### src/logic/lock_detect_defines.vh
// Constants for the PLL digital lock detect block.
`ifndef LOCK_DETECT_DEFINES_VH
`define LOCK_DETECT_DEFINES_VH
// Lock detect count field and window bit of configuration register 0x018.
`define LD_CFG_COUNT_REG 12'h018
`define LD_COUNT_MSB 6
`define LD_COUNT_LSB 5
`define LD_WINDOW_BIT 4
// Antibacklash field of register 0x017.
`define LD_ABP_REG 12'h017
`define LD_ABP_MSB 1
`define LD_ABP_LSB 0
// Consecutive good cycles needed for each count code.
`define LD_COUNT_C0 8'h05
`define LD_COUNT_C1 8'h10
`define LD_COUNT_C2 8'h40
`define LD_COUNT_C3 8'hFF
// Base lock window in ref_clk cycles; unlock window is wider.
`define LD_LOCK_BASE 8'h02
`define LD_UNLOCK_EXTRA 8'h02
// Delay cell range in ps and steps.
`define LD_DELAY_RANGE_PS 1000
`define LD_DELAY_STEPS 8
// Output mux selector codes.
`define LD_MUX_LOW 2'h0
`define LD_MUX_LOCK 2'h1
`define LD_MUX_HIGH 2'h2
`define LD_MUX_NLOCK 2'h3
// Prescaler mode codes.
`define PS_MODE_FD 1'b0
`define PS_MODE_DM 1'b1
`endif

### src/logic/pll_digital_lock_detect.v
// PLL digital lock detect with divider delay taps and output pin muxes.
`timescale 1ns/1ns
`default_nettype none
`include "lock_detect_defines.vh"
module pll_digital_lock_detect (
  // Clock and reset
  input wire ref_clk,
  input wire rstn,
  // Detector edge events (one-cycle pulses) and power-down
  input wire ref_edge,
  input wire fb_edge,
  input wire pll_power_down,
  // Configuration
  input wire [1:0] lock_count_sel,
  input wire lock_window_sel,
  input wire [1:0] antibacklash_sel,
  input wire [2:0] ref_delay_sel,
  input wire ref_delay_en,
  input wire [2:0] fb_delay_sel,
  input wire fb_delay_en,
  input wire [1:0] ld_pin_sel,
  input wire [1:0] status_pin_sel,
  input wire [1:0] monitor_pin_sel,
  // Feedback divider settings
  input wire dual_modulus_mode,
  input wire [5:0] prescaler_p,
  input wire [12:0] b_count,
  input wire [5:0] a_count,
  // Outputs
  output reg [2:0] ref_delay_tap,
  output reg [2:0] fb_delay_tap,
  output reg [18:0] feedback_ratio,
  output reg counters_bypassed,
  output reg digital_lock_indicator,
  output reg lock_detect_pin,
  output reg status_pin,
  output reg reference_monitor_pin
);

  function mux_pick;
    input [1:0] sel;
    input lock;
    begin
      case (sel)
        `LD_MUX_LOW: mux_pick = 1'b0;
        `LD_MUX_LOCK: mux_pick = lock;
        `LD_MUX_HIGH: mux_pick = 1'b1;
        default: mux_pick = ~lock;
      endcase
    end
  endfunction

  reg [7:0] gap_q;
  reg [7:0] gap_d;
  reg wait_q;
  reg wait_d;
  reg [7:0] good_q;
  reg [7:0] good_d;
  reg lock_d;
  reg [7:0] lock_win;
  reg [7:0] unlock_win;
  reg [7:0] need;
  reg both;
  reg [5:0] a_eff;
  wire pin_lock;
  wire [5:0] pin_sel_bus;
  wire [2:0] pin_d;
  genvar k;

  // Power-down forces every pin mux to see an unlocked loop, so a pin set
  // to show the inverted lock goes high at once rather than one cycle late.
  assign pin_lock = pll_power_down ? 1'b0 : lock_d;
  assign pin_sel_bus = {monitor_pin_sel, status_pin_sel, ld_pin_sel};

  // Each pin has its own selector; bit 0 is the lock detect pin, bit 1 the
  // status pin and bit 2 the reference monitor pin.
  generate
    for (k = 0; k < 3; k = k + 1) begin : g_pin_mux
      assign pin_d[k] = mux_pick(pin_sel_bus[2*k+1:2*k], pin_lock);
    end
  endgenerate

  // Wider window bit and longer antibacklash both widen the windows.
  always @* begin
    lock_win = `LD_LOCK_BASE + {6'h00, antibacklash_sel}
      + {7'h00, lock_window_sel};
    unlock_win = lock_win + `LD_UNLOCK_EXTRA;
    case (lock_count_sel)
      2'h0: need = `LD_COUNT_C0;
      2'h1: need = `LD_COUNT_C1;
      2'h2: need = `LD_COUNT_C2;
      default: need = `LD_COUNT_C3;
    endcase
  end

  // One edge opens a gap count; the other closes it. This relies on the
  // comparison period exceeding the unlock window so pairs never overlap.
  always @* begin
    gap_d = gap_q;
    wait_d = wait_q;
    good_d = good_q;
    lock_d = digital_lock_indicator;
    both = 1'b0;
    if (ref_edge && fb_edge) begin
      both = 1'b1;
      gap_d = 8'h00;
      wait_d = 1'b0;
    end else if (ref_edge || fb_edge) begin
      if (wait_q) begin
        both = 1'b1;
        wait_d = 1'b0;
      end else begin
        wait_d = 1'b1;
        gap_d = 8'h00;
      end
    end else if (wait_q && gap_q != 8'hFF) begin
      gap_d = gap_q + 8'h01;
    end
    if (wait_q && gap_q > unlock_win) begin
      wait_d = 1'b0;
      lock_d = 1'b0;
      good_d = 8'h00;
    end else if (both) begin
      if (wait_q && gap_q > unlock_win) begin
        lock_d = 1'b0;
      end else if (!wait_q || gap_q < lock_win) begin
        if (good_q != need) begin
          good_d = good_q + 8'h01;
        end
        if (good_q + 8'h01 >= need) begin
          lock_d = 1'b1;
        end
      end else begin
        good_d = 8'h00;
      end
      if (wait_q && gap_q > unlock_win) begin
        lock_d = 1'b0;
        good_d = 8'h00;
      end
    end
  end

  always @(posedge ref_clk or negedge rstn) begin
    if (!rstn) begin
      gap_q <= 8'h00;
      wait_q <= 1'b0;
      good_q <= 8'h00;
      digital_lock_indicator <= 1'b0;
      lock_detect_pin <= 1'b0;
      status_pin <= 1'b0;
      reference_monitor_pin <= 1'b0;
    end else if (pll_power_down) begin
      gap_q <= 8'h00;
      wait_q <= 1'b0;
      good_q <= 8'h00;
      digital_lock_indicator <= 1'b0;
      lock_detect_pin <= pin_d[0];
      status_pin <= pin_d[1];
      reference_monitor_pin <= pin_d[2];
    end else begin
      gap_q <= gap_d;
      wait_q <= wait_d;
      good_q <= good_d;
      digital_lock_indicator <= lock_d;
      // The pins are loaded from the same next value as the indicator, so
      // they never lag it by a cycle.
      lock_detect_pin <= pin_d[0];
      status_pin <= pin_d[1];
      reference_monitor_pin <= pin_d[2];
    end
  end

  // Fixed divide mode forces the swallow count to zero.
  // The ratio is only reported here; the dividers themselves live elsewhere,
  // so a setting that the dividers cannot run is not refused by this block.
  always @* begin
    a_eff = (dual_modulus_mode == `PS_MODE_DM) ? a_count : 6'h00;
  end

  always @(posedge ref_clk or negedge rstn) begin
    if (!rstn) begin
      ref_delay_tap <= 3'h0;
      fb_delay_tap <= 3'h0;
      feedback_ratio <= 19'h0_0000;
      counters_bypassed <= 1'b0;
    end else begin
      // Disabled cells sit at tap zero; eight taps span about 1 ns.
      ref_delay_tap <= ref_delay_en ? ref_delay_sel : 3'h0;
      fb_delay_tap <= fb_delay_en ? fb_delay_sel : 3'h0;
      counters_bypassed <= (b_count == 13'h0001);
      if (b_count == 13'h0001) begin
        feedback_ratio <= {13'h0000, prescaler_p};
      end else begin
        feedback_ratio <= prescaler_p * b_count + {13'h0000, a_eff};
      end
    end
  end

endmodule // pll_digital_lock_detect
`default_nettype wire

### config.mk
export PLATFORM = sky130hd
export DESIGN_NAME = pll_digital_lock_detect
export DESIGN_NICKNAME = d
export VERILOG_FILES = /design/src/logic/pll_digital_lock_detect.v
export VERILOG_INCLUDE_DIRS = /design/src /design/src/logic
export SDC_FILE = /design/constraint.sdc
export NUM_CORES = 1
export LEC_CHECK = 0
export ABC_AREA = 1
export BUFFER_PORTS_ARGS = -buffer_cell sky130_fd_sc_hd__buf_4
export CORE_MARGIN = 5
export CORE_UTILIZATION = 35
export CTS_BUF_LIST = sky130_fd_sc_hd__clkbuf_8
export CTS_CLUSTER_DIAMETER = 40
export DETAILED_ROUTE_END_ITERATION = 16
export PLACE_DENSITY = 0.53
export SKIP_CTS_REPAIR_TIMING = 1
export SLEW_MARGIN = 30
export SYNTH_ARGS = -nofsm -noshare
export SYNTH_HDL_FRONTEND = slang
export SYNTH_SLANG_ARGS = --single-unit
### constraint.sdc
create_clock -name ref_clk -period 4.41 [get_ports ref_clk]
set_clock_uncertainty 0.1 [all_clocks]
set_input_delay 0.882 -clock ref_clk [delete_from_list [all_inputs] [get_ports ref_clk]]
set_output_delay 0.882 -clock ref_clk [all_outputs]
set_load 0.01 [all_outputs]
==> results.tsv, run 1 <==
metric	value	unit
status	finished clean	
Yosys cell types	42	
# H-tree levels	2	
Fill cells	1662	
Final ANT Viol Nets	0	
Rows	46	
# port buffers	79	
leading area contributor after synthesis	dfrtp_1	
final hold vios	0	
Core Util, Final	43.7	%
register bit total from synthesis	47	
P_int	1440	uW
hold slack	473	ps
initial antenna violation count	0	
latest clock arrival within the worst-skew pair	310	ps
first-pass GRT wire length	22700	um
Worst-path clk slew	100	ps
clock tree sinks	47	
logic gate share of total power	66.9	%
Core Region	15900	um2
CTS tree	built	
CP startpoint kind	primary input	
Nets	1043	
setup violators final	0	
CP Cell Sequence	buf_4 -> nand2_1 -> inv_1 -> fa_1 -> inv_1 -> fa_1 -> inv_1 -> fa_1 -> inv_1 -> fa_1 -> inv_2 -> ha_4 -> a21oi_4 -> o21ai_1 -> o21bai_4 -> nand2_1 -> a21oi_1 -> nor2_1	
Initial Util	35.7	%
switching power	1140	uW
total congestion overflow	0	
GPL Wtd Cong	0.869	
crit end category	flop	
Die X-Extent	137	um
die height	137	um
placed cell area	6860	um2
Post-synth EDFFs	0	
Main synth FF type	dfrtp_1	
Global Route Usage Sum	14.9	%
Slew HR	57.9	%
root buffer cell	clkbuf_8	
setup_tns	0	ps
Seq pwr share	21.7	%
Worst EP arrival	4340	ps
Antenna diodes	0	
share of cells above drive strength 1	19.7	%
Syn Inst Count	763	
kind of critical path	primary input to flop	
final WL	13800	um
Commonest cells post-synth	181 x nand2_1, 151 x inv_1, 68 x ha_1, 63 x nor2_1, 53 x nand3_1	
maximum clock path buffer count	2	
PD cells	369	nW/um2
area of the multi-input gates	3860	um2
Seq/Total Area, Yosys	20.7	%
RSZ-0062 raised after global routing	no	
largest net degree at the start of global routing	48	
post-synth top area share	20.7	%
DIE AREA	18900	um2
post-route cell area	6970	um2
Worst Hold Class	flop to flop	
Reg area	1180	um2
IO Pins	80	
max-cap viol count	0	
Post-Syn Area per Cell	7.46	um2
Syn Std Cell Area	5690	um2
Wirelength per Cell	12.6	um
DRC viols	0	
CP max-delay cell	fa_1	
peak fanout along the critical path	8	
initial DRC count	166	
Slew Viols, Final	0	
Final period util	96.1	%
max incr delay on CP	530	ps
number of global-route vias before repair	4752	
yosys warns	0	
Critical Path RT	4520	ps
Max VDD drop	0.000152	V
Mapped Nets	929	
via count	4924	
Avg Vias per Cell	4.50	
DRT Pass-1 Iters	4	
actual slew at the worst max-slew pin	631	ps
P_leak	0.00419	uW
top cells by area, synth	dfrtp_1 21%, fa_1 17%, ha_1 15%	
most frequent cell after synthesis	nand2_1	
CTS Buf Count	5	
fraction of registers with async set/reset	100	%
Max Freq	0.236	GHz
Detailed Place HPWL	11800	um
clock power share	11.4	%
Period minus WS final	4240	ps
sw frac	44.2	%
area growth from synthesis to layout	22.6	%
==> final cells by class <==
cell class / count / share of cell area, %
Sequential cell: 47 / 16.9
Timing Repair Buffer: 124 / 13.7
Tap cell: 216 / 3.88
Inverter: 164 / 8.86
Clock buffer: 5 / 0.987
Clock inverter: 3 / 0.413
Multi-Input combinational cell: 535 / 55.3
==> cells by family (layout without fill, tap and decap cells) <==
logic type	Yosys count	after routing	synth area share, %
XOR/XNOR	13	13	2.13
AND/OR/NAND/NOR	338	338	26.0
adder cells (fa/ha/maj)	116	116	31.8
flip-flops	47	47	20.7
AO/OA/AOI/OAI	68	68	6.93
buffers and inverters	181	296	12.4
==> critical path: cells and delay by family <==
family / cells / cell delay, ps
fa+ha+maj: 5 / 2320
compound gates: 4 / 560
buf+inv: 6 / 390
simple gates: 3 / 190
==> sequential cells by signal, indices dropped and copies added, names as in the netlist, 3 cells and up <==
register and flops:
good_q 8, gap_q 8, ref_delay_tap 3, fb_delay_tap 3, feedback_ratio 19
==> worst paths after layout <==
check,start,end,slack [ps],cells past startpoint
hold reg to reg,good_q[6],good_q[6],470,2
max in group asynchronous,rstn,good_q[2],3300,1
setup reg to reg,good_q[0],status_pin,2000,14
hold / removal,good_q[6],good_q[6],470,2
min in group asynchronous,rstn,ref_delay_tap[0],480,1
setup / recovery,prescaler_p[2],feedback_ratio[16],170,18
==> power groups by stage <==
stage          clock network (uW)  registers (uW)  logic [uW]
2_1_floorplan                   0             602        1020
3_3_place_gp                    0             571        1730
3_5_place_dp                    0             569        1730
4_1_cts                       310             560        1750
5_1_grt                       327             568        1950
6_report                      293             559        1720
==> routing by layer <==
metal	track usage, %	wire length (um)
met1	20.0	6390
met2	25.8	6900
met3	1.50	331
met4	3.33	172
met5	0	0
==> metrics by stage <==
stage / worst slack (ps) / power (uW) / cells
CTS: 181 / 2620 / 1094
finish: 173 / 2570 / 1094
global route: 6.98 / 2840 / 1094
floorplan: 2.18 / 1620 / 763
global placement: -120 / 2300 / 1086
detailed placement: -151 / 2300 / 1086
==> cells in the final DEF (no fill, tap or decap), types with 3 or more instances in the layout <==
master    synthesis  final
a21oi_1          33     31
o21a_1            3      3
nand3_2           3      3
nand4_1           9      9
xnor2_1           5      5
inv_1           151    149
a21o_1            5      5
fa_1             48     48
nor2_1           63     63
o21ai_0           5      4
ha_1             68     67
nand2_1         181    178
buf_4             0    122
nand2_2           4      6
inv_2            11     13
dfrtp_1          47     47
nor4_1            4      4
xor2_1            7      7
nand2_4           2      3
o21ai_1          13     14
clkbuf_8          0      5
nor3_1            6      6
nand3_1          53     53
Note: power is estimated with default switching activity, not from simulation.
==> run 2: changes to the inputs <==
==> constraint.sdc (replaced) <==
create_clock -name ref_clk -period 5 [get_ports ref_clk]
set_clock_uncertainty 0.1 [all_clocks]
set_input_delay 1 -clock ref_clk [delete_from_list [all_inputs] [get_ports ref_clk]]
set_output_delay 1 -clock ref_clk [all_outputs]
set_load 0.01 [all_outputs]
==> run 2 against run 1 <==
First-iteration DRC count is 41% higher. Sequential power is 11% lower. Final area is 5.5% lower. Worst setup slack better by 270 ps. Routed wire length hardly changed.
==> results.tsv, run 2 (synthesis results as in run 1) <==
metric	value	unit
status	finished clean	
Max Freq	0.220	GHz
actual slew at the worst max-slew pin	633	ps
Final ANT Viol Nets	0	
Antenna diodes	0	
kind of critical path	primary input to flop	
Setup WS post-layout	448	ps
Worst Hold Class	flop to flop	
CP startpoint kind	primary input	
PD cells	311	nW/um2
Rows	46	
GPL Wtd Cong	0.837	
DIE AREA	18900	um2
via count	4842	
CP dominant cell by count	inv_1	
first-pass GRT wire length	22600	um
crit end category	flop	
Avg Vias per Cell	4.59	
P_leak	0.00398	uW
Slew Viols, Final	0	
latest clock arrival within the worst-skew pair	300	ps
setup_tns	0	ps
area growth from synthesis to layout	15.9	%
Detailed Place HPWL	11600	um
Initial Util	35.7	%
# H-tree levels	2	
share of cells above drive strength 1	14.8	%
maximum clock path buffer count	2	
CP Cell Sequence	buf_4 -> nand2_1 -> inv_1 -> fa_1 -> inv_1 -> fa_1 -> inv_1 -> fa_1 -> inv_1 -> fa_1 -> inv_1 -> ha_1 -> a21oi_1 -> o21ai_0 -> nand2_1 -> nand3b_1 -> nand2_1 -> nand3_1 -> nand2_1 -> nor2_1	
Reg with most FFs	feedback_ratio	
Period minus WS final	4550	ps
Largest delay share family, worst path	adder cells	
max incr delay on CP	530	ps
Final period util	91.0	%
largest net degree at the start of global routing	48	
Worst-path clk slew	100	ps
final hold vios	0	
Max VDD drop	0.000177	V
Critical Path RT	5100	ps
max reg flops	19	
top flop regs	feedback_ratio: 19 flops, gap_q: 8 flops, good_q: 8 flops	
commonest non-fill, non-tap cell in the layout	nand2_1	
Wirelength per Cell	13.1	um
peak fanout along the critical path	7	
total congestion overflow	0	
final WL	13800	um
initial antenna violation count	0	
Global Route Usage Sum	14.9	%
Worst EP arrival	4650	ps
CTS Buf Count	5	
DRT Pass-1 Iters	4	
reg2reg start	good_q[0]	
DRC viols	0	
# port buffers	79	
most frequent cells in the layout	181 x nand2_1, 151 x inv_1, 84 x buf_4, 68 x ha_1, 63 x nor2_1	
setup violators final	0	
Die X-Extent	137	um
CP startpoint	b_count[3]	
Core Region	15900	um2
clock tree sinks	47	
IO Pins	80	
root buffer cell	clkbuf_8	
Worst Hold Launch	good_q[6]	
die height	137	um
initial DRC count	234	
CTS tree	built	
Slew HR	57.8	%
max-cap viol count	0	
Setup WS pre-CTS	122	ps
RSZ-0062 raised after global routing	no	
Nets	1003	
CP max-delay cell	fa_1	
number of global-route vias before repair	4583	
WP buf/inv	6	
==> run 2: path summary, 6_finish.rpt <==
kind	depth (start not counted)	end	slack, ps
worst max-delay path	20	feedback_ratio[18]	450
worst min-delay path	2	good_q[6]	460
worst max register to register	14	reference_monitor_pin	2610
worst min register to register	2	good_q[6]	460
max in group asynchronous	1	good_q[3]	3760
min in group asynchronous	1	ref_delay_tap[2]	600
==> run 2: stage by stage <==
step	power (uW)	cells	hold slack [ps]	util [%]	instance area [um2]
floorplan	1390	763	415	-	5690
global placement	1840	1046	440	40.8	6500
detailed placement	1830	1046	443	40.8	6500
CTS	2090	1054	465	41.3	6590
global route	2280	1054	487	41.3	6590
finish	2050	1054	461	41.3	6590
==> run 2: worst reg2reg max path: cells and delay by family (launching register included) <==
| kind | cells | cell delay (ps) |
|---|---|---|
| AO/OA/AOI/OAI | 1 | 180 |
| adder cells (fa/ha/maj) | 2 | 490 |
| AND/OR/NAND/NOR | 10 | 890 |
| XOR/XNOR | 1 | 160 |
| flip-flops | 1 | 450 |
==> run 2: report_power, final <==
part | leakage [uW] | switching [uW] | internal (uW)
sequential | 0.000600 | 35.7 | 462
combinational | 0.00333 | 775 | 538
clock | 0.0000485 | 140 | 101
total | 0.00398 | 951 | 1100
==> run 2: per-layer routing <==
metal / vias up / global-route usage, % / share of wire [%]
met4: 0 / 2.00 / 0.60
met1: 2269 / 20.9 / 47
met3: 5 / 1.31 / 2.6
met2: 71 / 25.5 / 50
li1: 2497 / - / -
met5: - / 0 / 0
==> run 2: cell type report <==
type                    count  area [um2]
well taps                 216         270
fillers                  1713        9350
clock inverters             3        22.5
inverters                 164         618
repair buffers             84         631
flip-flops and latches     47        1180
multi-input cells         535        3800
clock buffers               5        68.8
